## src/pkg/mpt_pkg.sv

```systemverilog
// Package for the multi-channel PWM timer: register map, fields, resets
package mpt_pkg;
  localparam int unsigned NUM_MATCH = 7;
  localparam int unsigned NUM_OUT   = 6;
  // Register byte addresses
  localparam logic [7:0] ADDR_CTRL     = 8'h00;
  localparam logic [7:0] ADDR_PRESCALE = 8'h04;
  localparam logic [7:0] ADDR_PRECOUNT = 8'h08;
  localparam logic [7:0] ADDR_COUNT    = 8'h0c;
  localparam logic [7:0] ADDR_MATCHCTL = 8'h10;
  localparam logic [7:0] ADDR_OUTCTL   = 8'h14;
  localparam logic [7:0] ADDR_RELEASE  = 8'h18;
  localparam logic [7:0] ADDR_INTSTAT  = 8'h1c;
  localparam logic [7:0] ADDR_INTMASK  = 8'h20;
  localparam logic [7:0] ADDR_MATCH0   = 8'h40;
  // Control bits
  localparam int unsigned CTRL_RUN_BIT   = 0;
  localparam int unsigned CTRL_RESET_BIT = 1;
  localparam int unsigned CTRL_PWM_BIT   = 2;
  // Match control: three bits per match (irq, reset, stop)
  localparam int unsigned MC_IRQ   = 0;
  localparam int unsigned MC_RESET = 1;
  localparam int unsigned MC_STOP  = 2;
  // Output control: bits 2..6 double-edge select (bit 1 has no effect), bits 9..14 enables
  localparam int unsigned OC_DBL_LSB = 1;
  localparam int unsigned OC_EN_LSB  = 9;
  localparam logic [31:0] RST_ZERO   = 32'h0000_0000;
  localparam logic [1:0] RESP_OKAY   = 2'b00;
  localparam logic [1:0] RESP_SLVERR = 2'b10;
  typedef struct packed {
    logic        valid;
    logic [7:0]  addr;
  } mpt_req_t;
endpackage : mpt_pkg

```

## src/rtl/mpt_timer.sv

```systemverilog
// Multi-channel PWM timer with AXI4-Lite register slave
`timescale 1ns/10ps
`default_nettype none
module mpt_timer
  import mpt_pkg::*;
(
  input  wire logic                 core_clk,
  input  wire logic                 resetn,
  input  wire logic [7:0]           s_axi_awaddr,
  input  wire logic                 s_axi_awvalid,
  output logic                      s_axi_awready,
  input  wire logic [31:0]          s_axi_wdata,
  input  wire logic [3:0]           s_axi_wstrb,
  input  wire logic                 s_axi_wvalid,
  output logic                      s_axi_wready,
  output logic [1:0]                s_axi_bresp,
  output logic                      s_axi_bvalid,
  input  wire logic                 s_axi_bready,
  input  wire logic [7:0]           s_axi_araddr,
  input  wire logic                 s_axi_arvalid,
  output logic                      s_axi_arready,
  output logic [31:0]               s_axi_rdata,
  output logic [1:0]                s_axi_rresp,
  output logic                      s_axi_rvalid,
  input  wire logic                 s_axi_rready,
  output logic [mpt_pkg::NUM_OUT:1] pwm_out,
  output logic                      irq
);
  import mpt_pkg::*;

  logic [31:0]          ctrl_q, prescale_q, precnt_q, count_q, matchctl_q, outctl_q;
  logic [NUM_MATCH-1:0] release_q, istat_q, imask_q;
  logic [31:0]          shadow_q [NUM_MATCH];
  logic [31:0]          active_q [NUM_MATCH];
  logic [NUM_OUT:1]     pwm_q;

  // Write channel: address and data held until both present
  mpt_req_t    aw_q;
  logic        w_have_q, b_q;
  logic [31:0] wdata_q;
  logic [3:0]  wstrb_q;
  logic        ar_q;
  logic [31:0] rdata_q;
  logic [1:0]  rresp_q, bresp_q;

  wire take_aw = s_axi_awvalid && s_axi_awready;
  wire take_w  = s_axi_wvalid && s_axi_wready;
  wire do_wr   = aw_q.valid && w_have_q && !b_q;
  wire [7:0] wa = aw_q.addr;
  // Readies come from flops; next values mirror the handshake state
  logic        awrdy_q, wrdy_q, arrdy_q;
  wire aw_busy_d = take_aw || (aw_q.valid && !do_wr);
  wire w_busy_d  = take_w || (w_have_q && !do_wr);
  wire b_d       = do_wr || (b_q && !s_axi_bready);
  wire ar_d      = ar_q ? !s_axi_rready : s_axi_arvalid;

  function automatic logic [31:0] merge(input logic [31:0] old, input logic [31:0] nw,
                                        input logic [3:0] be);
    for (int i = 0; i < 4; i++)
      if (be[i]) old[i*8 +: 8] = nw[i*8 +: 8];
    return old;
  endfunction

  function automatic logic is_match(input logic [7:0] a);
    return (a[7:5] == ADDR_MATCH0[7:5]) && (a[4:2] < 3'(NUM_MATCH));
  endfunction

  wire [2:0] w_idx   = wa[4:2];
  wire [2:0] r_idx   = s_axi_araddr[4:2];
  wire       w_match = is_match(wa);
  wire       r_match = is_match(s_axi_araddr);
  wire w_known = w_match || wa inside {ADDR_CTRL, ADDR_PRESCALE, ADDR_PRECOUNT, ADDR_COUNT,
                 ADDR_MATCHCTL, ADDR_OUTCTL, ADDR_RELEASE, ADDR_INTSTAT, ADDR_INTMASK};

  // Timer core
  wire running  = ctrl_q[CTRL_RUN_BIT] && !ctrl_q[CTRL_RESET_BIT];
  wire pwm_mode = ctrl_q[CTRL_PWM_BIT];
  wire tick     = running && (precnt_q == prescale_q);
  logic [NUM_MATCH-1:0] hit;
  genvar g;
  generate
    for (g = 0; g < NUM_MATCH; g++)
    begin : g_hit
      assign hit[g] = tick && (count_q == active_q[g]);
    end
  endgenerate
  logic any_reset, any_stop;
  always_comb
  begin
    any_reset = 1'b0;
    any_stop  = 1'b0;
    for (int i = 0; i < NUM_MATCH; i++)
    begin
      any_reset |= hit[i] && matchctl_q[3*i+MC_RESET];
      any_stop  |= hit[i] && matchctl_q[3*i+MC_STOP];
    end
    // Cycle match always closes the cycle in modulator mode
    if (pwm_mode && hit[0])
      any_reset = 1'b1;
  end
  wire cycle_start = any_reset;
  wire load_ok     = !pwm_mode || (tick && cycle_start) || !running;
  logic [NUM_MATCH-1:0] irq_ev;
  generate
    for (g = 0; g < NUM_MATCH; g++)
    begin : g_ev
      assign irq_ev[g] = hit[g] && matchctl_q[3*g+MC_IRQ];
    end
  endgenerate
  // Set wins over write-one-to-clear
  wire                 wr_istat = do_wr && (wa == ADDR_INTSTAT);
  wire                 wr_imask = do_wr && (wa == ADDR_INTMASK);
  wire [NUM_MATCH-1:0] istat_d  = (wr_istat ? istat_q & ~wdata_q[NUM_MATCH-1:0] : istat_q)
                                  | irq_ev;
  wire [NUM_MATCH-1:0] imask_d  = wr_imask ? wdata_q[NUM_MATCH-1:0] : imask_q;

  // PWM edge logic
  logic [NUM_OUT:1] pwm_d;
  always_comb
  begin
    pwm_d = pwm_q;
    for (int n = 1; n <= NUM_OUT; n++)
    begin
      if (!pwm_mode || !outctl_q[OC_EN_LSB+n-1])
        pwm_d[n] = 1'b0;
      else if (outctl_q[OC_DBL_LSB+n-1] && n >= 2)
      begin
        // Rise on match n-1, fall on match n; fall wins on a tie
        if (hit[n-1])
          pwm_d[n] = 1'b1;
        if (hit[n])
          pwm_d[n] = 1'b0;
      end
      else
      begin
        // Fall match at or past period keeps the output high; zero keeps it low
        if (hit[0] && active_q[n] != RST_ZERO)
          pwm_d[n] = 1'b1;
        if (hit[n] && !hit[0])
          pwm_d[n] = 1'b0;
      end
    end
  end

  wire [31:0] precnt_d = tick ? RST_ZERO : (running ? precnt_q + 32'h1 : precnt_q);

  always_ff @(posedge core_clk or negedge resetn)
  begin
    if (!resetn)
    begin
      precnt_q <= RST_ZERO;
      count_q  <= RST_ZERO;
      pwm_q    <= '0;
      for (int i = 0; i < NUM_MATCH; i++)
        active_q[i] <= RST_ZERO;
    end
    else
    begin
      precnt_q <= ctrl_q[CTRL_RESET_BIT] ? RST_ZERO : precnt_d;
      if (ctrl_q[CTRL_RESET_BIT] || (tick && cycle_start))
        count_q <= RST_ZERO;
      // Stop holds the count at the matched value
      else if (tick && !any_stop)
        count_q <= count_q + 32'h1;
      pwm_q <= pwm_d;
      for (int i = 0; i < NUM_MATCH; i++)
        if (release_q[i] && load_ok)
          active_q[i] <= shadow_q[i];
    end
  end

  // Register bus
  always_ff @(posedge core_clk or negedge resetn)
  begin
    if (!resetn)
    begin
      aw_q       <= '0;
      w_have_q   <= 1'b0;
      wdata_q    <= RST_ZERO;
      wstrb_q    <= 4'h0;
      b_q        <= 1'b0;
      bresp_q    <= RESP_OKAY;
      ar_q       <= 1'b0;
      rdata_q    <= RST_ZERO;
      rresp_q    <= RESP_OKAY;
      ctrl_q     <= RST_ZERO;
      prescale_q <= RST_ZERO;
      matchctl_q <= RST_ZERO;
      outctl_q   <= RST_ZERO;
      release_q  <= '0;
      istat_q    <= '0;
      imask_q    <= '0;
      irq        <= 1'b0;
      awrdy_q    <= 1'b1;
      wrdy_q     <= 1'b1;
      arrdy_q    <= 1'b1;
      for (int i = 0; i < NUM_MATCH; i++)
        shadow_q[i] <= RST_ZERO;
    end
    else
    begin
      awrdy_q <= !aw_busy_d && !b_d;
      wrdy_q  <= !w_busy_d && !b_d;
      arrdy_q <= !ar_d;
      if (take_aw)
        aw_q <= '{valid: 1'b1, addr: s_axi_awaddr};
      if (take_w)
      begin
        w_have_q <= 1'b1;
        wdata_q  <= s_axi_wdata;
        wstrb_q  <= s_axi_wstrb;
      end
      if (b_q && s_axi_bready)
        b_q <= 1'b0;
      // Released values are consumed once loaded: at the cycle boundary while modulating, else at once
      for (int i = 0; i < NUM_MATCH; i++)
        if (release_q[i] && load_ok)
          release_q[i] <= 1'b0;
      if (any_stop)
        ctrl_q[CTRL_RUN_BIT] <= 1'b0;
      if (do_wr)
      begin
        aw_q.valid <= 1'b0;
        w_have_q   <= 1'b0;
        b_q        <= 1'b1;
        bresp_q    <= w_known ? RESP_OKAY : RESP_SLVERR;
        if (w_match)
          shadow_q[w_idx] <= merge(shadow_q[w_idx], wdata_q, wstrb_q);
        unique case (wa)
          ADDR_CTRL:     ctrl_q     <= merge(ctrl_q, wdata_q, wstrb_q);
          ADDR_PRESCALE: prescale_q <= merge(prescale_q, wdata_q, wstrb_q);
          ADDR_MATCHCTL: matchctl_q <= merge(matchctl_q, wdata_q, wstrb_q);
          ADDR_OUTCTL:   outctl_q   <= merge(outctl_q, wdata_q, wstrb_q);
          // Bits consumed this cycle must not survive a release write
          ADDR_RELEASE:  release_q  <= (load_ok ? '0 : release_q) | wdata_q[NUM_MATCH-1:0];
          ADDR_INTMASK:  imask_q    <= wdata_q[NUM_MATCH-1:0];
          default:       ;
        endcase
      end
      istat_q <= istat_d;
      // Built from next status and mask so it drops with the clearing write
      irq     <= |(istat_d & imask_d);
      if (ar_q && s_axi_rready)
        ar_q <= 1'b0;
      else if (s_axi_arvalid && !ar_q)
      begin
        ar_q    <= 1'b1;
        rresp_q <= RESP_OKAY;
        if (r_match)
          rdata_q <= active_q[r_idx];
        else
          unique case (s_axi_araddr)
            ADDR_CTRL:     rdata_q <= ctrl_q;
            ADDR_PRESCALE: rdata_q <= prescale_q;
            ADDR_PRECOUNT: rdata_q <= precnt_q;
            ADDR_COUNT:    rdata_q <= count_q;
            ADDR_MATCHCTL: rdata_q <= matchctl_q;
            ADDR_OUTCTL:   rdata_q <= outctl_q;
            ADDR_RELEASE:  rdata_q <= {25'h0, release_q};
            ADDR_INTSTAT:  rdata_q <= {25'h0, istat_q};
            ADDR_INTMASK:  rdata_q <= {25'h0, imask_q};
            default:
            begin
              rdata_q <= RST_ZERO;
              rresp_q <= RESP_SLVERR;
            end
          endcase
      end
    end
  end

  assign s_axi_awready = awrdy_q;
  assign s_axi_wready  = wrdy_q;
  assign s_axi_bvalid  = b_q;
  assign s_axi_bresp   = bresp_q;
  assign s_axi_arready = arrdy_q;
  assign s_axi_rvalid  = ar_q;
  assign s_axi_rdata   = rdata_q;
  assign s_axi_rresp   = rresp_q;
  assign pwm_out       = pwm_q;

  // Checks
  chk_prescale_restart: assert property (@(posedge core_clk) disable iff (!resetn)
    tick && !ctrl_q[CTRL_RESET_BIT] |=> precnt_q == RST_ZERO)
    else $error("prescaler did not restart");
  chk_count_advance: assert property (@(posedge core_clk) disable iff (!resetn)
    tick && !cycle_start && !any_stop && !ctrl_q[CTRL_RESET_BIT]
      |=> count_q == $past(count_q) + 32'h1)
    else $error("counter did not advance");
  chk_cycle_reset: assert property (@(posedge core_clk) disable iff (!resetn)
    pwm_mode && hit[0] |=> count_q == RST_ZERO)
    else $error("cycle match did not reset count");
  chk_mode_off_low: assert property (@(posedge core_clk) disable iff (!resetn)
    !pwm_mode |=> pwm_out == '0)
    else $error("output driven outside modulator mode");
  chk_stop_match: assert property (@(posedge core_clk) disable iff (!resetn)
    any_stop |=> !ctrl_q[CTRL_RUN_BIT])
    else $error("stop on match ignored");
  chk_hold_unreleased: assert property (@(posedge core_clk) disable iff (!resetn)
    !release_q[1] |=> active_q[1] == $past(active_q[1]))
    else $error("match changed without release");
  chk_single_rise: assert property (@(posedge core_clk) disable iff (!resetn)
    pwm_mode && outctl_q[OC_EN_LSB] && !outctl_q[OC_DBL_LSB] && hit[0]
      && active_q[1] != RST_ZERO |=> pwm_out[1])
    else $error("single-edge output missed cycle rise");
  chk_const_low: assert property (@(posedge core_clk) disable iff (!resetn)
    pwm_mode && !outctl_q[OC_DBL_LSB+1] && active_q[2] == RST_ZERO && !pwm_out[2]
      |=> !pwm_out[2])
    else $error("constant-low output raised");
  chk_double_fall: assert property (@(posedge core_clk) disable iff (!resetn)
    pwm_mode && outctl_q[OC_EN_LSB+3] && outctl_q[OC_DBL_LSB+3] && hit[4] |=> !pwm_out[4])
    else $error("double-edge output missed fall");
  chk_irq_level: assert property (@(posedge core_clk) disable iff (!resetn)
    irq == |(istat_q & imask_q))
    else $error("masked status did not raise interrupt");
endmodule : mpt_timer
`default_nettype wire

```

## config.mk

```make
export PLATFORM = sky130hd
export DESIGN_NAME = mpt_timer
export DESIGN_NICKNAME = d
export VERILOG_FILES = /design/src/pkg/mpt_pkg.sv /design/src/rtl/mpt_timer.sv
export SDC_FILE = /design/constraint.sdc
export NUM_CORES = 2
export LEC_CHECK = 0
export BUFFER_PORTS_ARGS = -buffer_cell sky130_fd_sc_hd__buf_4
export CORE_MARGIN = 1.5
export CORE_UTILIZATION = 40
export CTS_CLUSTER_SIZE = 24
export DETAILED_ROUTE_END_ITERATION = 10
export HOLD_SLACK_MARGIN = 0.06
export PLACE_DENSITY = 0.56
export SLEW_MARGIN = 20
export SYNTH_ARGS = -nofsm -noshare
export SYNTH_HDL_FRONTEND = slang
export SYNTH_SLANG_ARGS = --single-unit
```

## constraint.sdc

```tcl
create_clock -name core_clk -period 2.3 [get_ports core_clk]
set_input_delay 0.69 -clock core_clk [delete_from_list [all_inputs] [get_ports core_clk]]
set_output_delay 0.69 -clock core_clk [all_outputs]
set_load 0.005 [all_outputs]
```

## Word level (Yosys, flattened, before mapping)

Cells that the tools add are included.

- Register bits after elaboration: 755
- Input port bits: 59
- Output and inout port bits: 48
- Word-level logic and storage cells: 354

- Add/subtract/negate cells: 2
- Order comparisons: 5
- Equality and inequality tests: 32
- Mux-type cells: 90
- Bitwise operators: 20
- Reductions and logical operators: 149

Operators by type and width:

| kind | count |
|---|---|
| $mux 32 | 11 |
| $pmux 32 s9 | 1 |
| $eq 32x32->1 | 8 |
| $bwmux 224 | 1 |
| $bmux 32 s3 | 2 |
| $reduce_bool 32->1 | 6 |
| $demux 32 s3 | 1 |
| $mux 8 | 12 |
| $logic_and 1x1->1 | 69 |
| $add 32x1->32 const B | 2 |
| $eq 8x5->1 const B | 8 |
| $mux 1 | 53 |
| $reduce_and 3->1 | 16 |
| $mux 7 | 5 |
| $eq 8x4->1 const B | 4 |
| $logic_not 1->1 | 20 |
| $ne 4x1->1 const B | 5 |
| $reduce_bool 4->1 | 5 |
| $eq 8x3->1 const B | 2 |
| $eq 8x6->1 const B | 2 |
| $logic_not 8->1 | 2 |
| $reduce_and 2->1 | 8 |
| $and 7x7->7 | 2 |
| $or 7x7->7 | 2 |
| other kinds (17) | 51 |

## Logic depth before layout (Yosys ltp)

- Word-level depth: 19
- Gate-level depth with buffers: 12
- Depth with buffers taken out: 9

## Worst setup path after synthesis

OpenSTA, ideal clock, no wires.

- Kind: input -> register
- From: input s_axi_araddr[2]
- To: register rdata_q[21], in the netlist s_axi_rdata[21]
- Setup time: 0.121 ns
- Data arrival time: 2.576 ns
- Data required time: 2.179 ns
- Slack: -0.397 ns
- Stages: 7
- Path buffers: 3
- Cell sequence: buf_2 > buf_2 > buf_1 > mux4_2 > mux2i_1 > o21ai_0 > o22a_1

- Cells in the longest elaborated chain, start to end: 5
- Elaborated cells between the ends (all ways): 17
- Classes of those cells: order compare: 1; eq/ne: 8; mux: 5; bitwise: 1; reduce/logical: 2

Ends and longest elaborated chain:

| item | line | RTL |
|---|---|---|
| start: declaration | mpt_timer.sv:19 | `input wire logic [7:0] s_axi_araddr,` |
| $not 3->4 (implied by the code) | mpt_timer.sv:250 | `rdata_q <= active_q[r_idx];` |
| $bmux 32 s3 | mpt_timer.sv:250 |  |
| $mux 32 (implied by the code) (2 in a row) | mpt_timer.sv:250 |  |
| $mux 32 * | mpt_timer.sv:249 | `if (r_match)` |
| end signal: assignment | mpt_timer.sv:250 |  |
| end signal: assignment | mpt_timer.sv:253 | `ADDR_CTRL: rdata_q <= ctrl_q;` |
| end signal: assignment | mpt_timer.sv:254 | `ADDR_PRESCALE: rdata_q <= prescale_q;` |
| end: declaration | mpt_timer.sv:43 | `logic [31:0] rdata_q;` |

Mark *: on every way between the ends. The rest lies on a longest branch, timed or not. The select of a mux whose other input is x is not followed.
A chain may end at the register's enable or synchronous reset.

## Final worst setup path

- From: register count_q[17]
- To: register active_q[154] (netlist bit)

- Cells in the longest elaborated chain, start to end: 14
- Elaborated cells between the ends (all ways): 33
- Classes of those cells: eq/ne: 7; mux: 1; bitwise: 6; reduce/logical: 19

Ends and longest elaborated chain:

| item | line | RTL |
|---|---|---|
| start: declaration | mpt_timer.sv:31 | `logic [31:0] ctrl_q, prescale_q, precnt_q, count_q, matchctl_q, outctl_q;` |
| start signal: assignment | mpt_timer.sv:164 | `count_q <= count_q + 32'h1;` |
| $eq 32x32->1 | mpt_timer.sv:84 | `assign hit[g] = tick && (count_q == active_q[g]);` |
| $logic_and 1x1->1 | mpt_timer.sv:84 |  |
| $logic_and 1x1->1 | mpt_timer.sv:94 | `any_reset \|= hit[i] && matchctl_q[3*i+MC_RESET];` |
| $or 1x1->1 (6 in a row) | mpt_timer.sv:94 |  |
| $mux 1 * | mpt_timer.sv:98 | `if (pwm_mode && hit[0])` |
| $logic_and 1x1->1 * | mpt_timer.sv:102 | `wire load_ok = !pwm_mode \|\| (tick && cycle_start) \|\| !running;` |
| $logic_or 1x1->1 * (2 in a row) | mpt_timer.sv:102 |  |
| $logic_and 1x1->1 * | mpt_timer.sv:167 | `if (release_q[i] && load_ok)` |
| end signal: indexed assignment | mpt_timer.sv:168 | `active_q[i] <= shadow_q[i];` |
| end: declaration | mpt_timer.sv:34 | `logic [31:0] active_q [NUM_MATCH];` |

Mark *: on every way between the ends. The rest lies on a longest branch, timed or not.

==> flow_summary.json <==
{
  "yosysUniqueCellTypes": 67,
  "p_per_area_nw_per_um2": 907,
  "cts_tree": "yes",
  "period_needed_ns": 3.04,
  "ant_nets": 0,
  "gp_congestion": 1.02,
  "holdWs_ns": 0.210,
  "synthTopCellsByArea": "dfrtp_1 50%, mux2_2 12%, xnor2_1 6.3%",
  "p_int_mw": 30.7,
  "via_per_inst": 5.75,
  "fillers": 8016,
  "status": "finished, violations left",
  "yosysWarningCount": 0,
  "crit_arrival_ns": 3.56,
  "numCtsBuffers": 84,
  "syn2layout_area_growth_pct": 38.7,
  "max_freq_mhz": 329,
  "worst_slack_ns": -0.742,
  "p_sw_share_pct": 34.9,
  "clkTransAtPathRegs_ns": 0.06,
  "max-slew-margin-rel_pct": 45.0,
  "finalCritPeriodShare_pct": 132,
  "crit_slowest_cell": "dfrtp_2",
  "cp_common_cell": "buf_12",
  "start_util_pct": 40.3,
  "finalSetupViolCount": 273,
  "yosysMostFrequentCell": "dfrtp_1",
  "die_area_um2": 95700,
  "wl_mm": 160,
  "final_cells": 5514,
  "leakage_nw": 24.3,
  "synth_edf_count": 0,
  "ios": 107,
  "ys.flop_type": "dfrtp_1",
  "synth_area_um2": 37500,
  "grt_pass1_wl_mm": 222,
  "portBuffers": 104,
  "grt_util_met1_pct": 43.5,
  "failed_checks": "setup timing",
  "start_kind": "register",
  "pwr-share-comb_pct": 27.7,
  "drc": 0,
  "first_global_vias": 30900,
  "grt-ovfl-total": 0,
  "synth_common_cells": "750 x dfrtp_1, 401 x mux2_2, 278 x nor2_1",
  "cp_num_buf_inv": 2,
  "setup_tns_ns": -170.91,
  "hold_viol": 0,
  "synth_largest_area_cell": "dfrtp_1",
  "worstPathRequired_ns": 2.82,
  "met3_usage_pct": 5.14,
  "final_nets": 4257,
  "worstSetupPathType": "reg -> reg",
  "synthArstFlopShare_pct": 100,
  "busiest_layer": "met2",
  "clock-sinks": 753,
  "crit_family": "simple AND/OR/NAND/NOR gates",
  "synth.avg_cell_area_um2": 11.2,
  "place_inst": 5299,
  "die_w_um": 309,
  "pwr-share-clk_pct": 30.7,
  "drt_iter0_drc": 3086,
  "slew_violations": 0,
  "core-area_um2": 93200,
  "drtPass1Iterations": 8,
  "htree_num_levels": 3,
  "fp.dieH_um": 309,
  "rsz0062_at_grt": "true",
  "power_switching_mw": 16.5,
  "syn_inst": 3340,
  "final_util_pct": 55.9,
  "crit_fanout": 8,
  "dp_hpwl_mm": 120,
  "maxCapViolCount": 0,
  "synth-seq-area-share_pct": 50.2,
  "drive_above_1_share_pct": 43.9,
  "grt_util_met2_pct": 52.8,
  "num_rows": 112,
  "wl_per_cell_um": 29.1,
  "track_usage_pct": 32.5,
  "seq_power_share_pct": 41.6,
  "clock_tree.buffer_depth": 3,
  "crit_path_end_kind": "register",
  "cts_root_buf": "clkbuf_16",
  "max_slew.worst_pin.slew_ns": 0.825,
  "yosysTopAreaCellShare_pct": 50.0,
  "path_cells": "xnor2_1, nand4_1, nor4_4, and2_4, nand2_2, or4b_4, buf_12, nand3_4, buf_12, mux2_4",
  "num_vias": 31700,
  "hold_path_class": "in -> reg",
  "clock_latency_ns": 0.67,
  "totalPowerFinal_mw": 47.2,
  "vdd_drop_max_uv": 523,
  "max_stage_delay_ns": 0.50,
  "grt_max_degree": 66,
  "finClkSkew_ns": 0.0371,
  "ys_ff_latch": 753,
  "antenna_found_initial": 9
}
[power groups by stage]
| stage | sequential (mW) | clock (mW) | combinational [mW] |
|---|---|---|---|
| after floorplan | 17.4 | 0 | 6.98 |
| after global placement | 19.7 | 0 | 12.1 |
| after detailed placement | 19.7 | 0 | 12.3 |
| after CTS | 19.5 | 14.6 | 12.5 |
| after global routing | 19.8 | 15.1 | 14.2 |
| final | 19.7 | 14.5 | 13.1 |
[area by class of cell]
class / instances / area [µm²] / share of cell area [%]
Tap cell: 1254 / 1570 / 3.01
Clock buffer: 116 / 2470 / 4.74
Sequential cell: 753 / 18900 / 36.3
Clock inverter: 32 / 457 / 0.877
Antenna cell: 2 / 5.00 / 0.00961
Inverter: 14 / 52.6 / 0.101
Multi-Input combinational cell: 2346 / 19700 / 37.8
Timing Repair Buffer: 997 / 8960 / 17.2
[cell usage in the layout (no fill, tap or decap), types with 19 or more instances in the layout]
master / n
mux2_2: 246
dfrtp_1: 723
o21ai_0: 169
buf_4: 868
a21oi_1: 215
dfrtp_2: 25
a22o_1: 19
mux2_4: 162
a22oi_1: 57
xnor2_1: 193
buf_6: 26
mux2i_1: 91
mux4_2: 64
nor2_1: 268
xnor2_2: 66
o21ai_1: 38
nand3_1: 49
a211oi_1: 32
nor4_1: 50
buf_12: 75
clkbuf_16: 101
nand4_1: 93
nand2_1: 211
[metrics by stage]
stage	worst slack (ns)	area (µm²)
final	-0.742	52100
after global routing	-0.761	52100
after CTS	-0.677	50100
after detailed placement	-0.938	46300
after global placement	-0.960	46300
after floorplan	-0.131	38100
[registers in the layout (all words and copies together) (netlist names), 4 cells and up]
register and flops:
count_q 32, matchctl_q 32, istat_q 7, pwm_out 6
shadow_q 224, wstrb_q 4, active_q 224, s_axi_rdata 32
wa 8, outctl_q 32, wdata_q 32, precnt_q 32
release_q 7, imask_q 7, prescale_q 32, ctrl_q 32
[repair_timing]
action                                 4_1_cts  5_1_grt
cloned                                       6       17
hold buffers                                 1        0
endpoints found under the hold margin       21        0
setup endpoints to repair                  289      339
pin swaps                                   22       63
gates resized for setup                     99      309
buffers inserted                            11       40
[worst reg2reg max path, delay by kind of cell, from the launching register on]
kind / cells / cell delay, ns
simple gates: 6 / 1.29
flops: 1 / 0.50
mux: 1 / 0.32
xor+xnor: 1 / 0.39
buf+inv: 2 / 0.41
[worst paths after layout]
| kind | slack [ns] | cells past startpoint | end | start |
|---|---|---|---|---|
| max in group asynchronous | 0.92 | 4 | s_axi_awready$_DFF_PN1_ | resetn |
| worst min-delay path | 0.21 | 2 | s_axi_rvalid$_DFFE_PN0P_ | s_axi_rready |
| worst min register to register | 0.45 | 1 | s_axi_wready$_DFF_PN1_ | w_have_q$_DFFE_PN0P_ |
| worst max register to register | -0.74 | 10 | active_q[154]$_DFFE_PN0P_ | count_q[17]$_DFFE_PN0P_ |
| min in group asynchronous | 0.57 | 2 | outctl_q[7]$_DFFE_PN0P_ | resetn |
| worst max-delay path | -0.74 | 10 | active_q[154]$_DFFE_PN0P_ | count_q[17]$_DFFE_PN0P_ |
[layer usage]
layer,routed length (µm),part of all wire [%]
met2,74100,46
met3,12500,7.8
met5,25,0.016
met4,8430,5.3
met1,65200,41
[logic make-up (layout without fill, tap and decap cells)]
kind of cell / count (synthesis) / count (layout) / share of synthesized area, %
other: 1 / 4 / 0.00999
adders and majority gates: 2 / 2 / 0.0667
xor gates and xnor gates: 279 / 279 / 6.53
DFF: 753 / 753 / 50.2
buffers and inverters: 242 / 1159 / 2.97
AOI/OAI and AO/OA: 657 / 657 / 10.6
muxes: 573 / 573 / 18.8
and+or+nand+nor: 833 / 833 / 10.8
No activity file was read; power rests on OpenSTA's default activity.
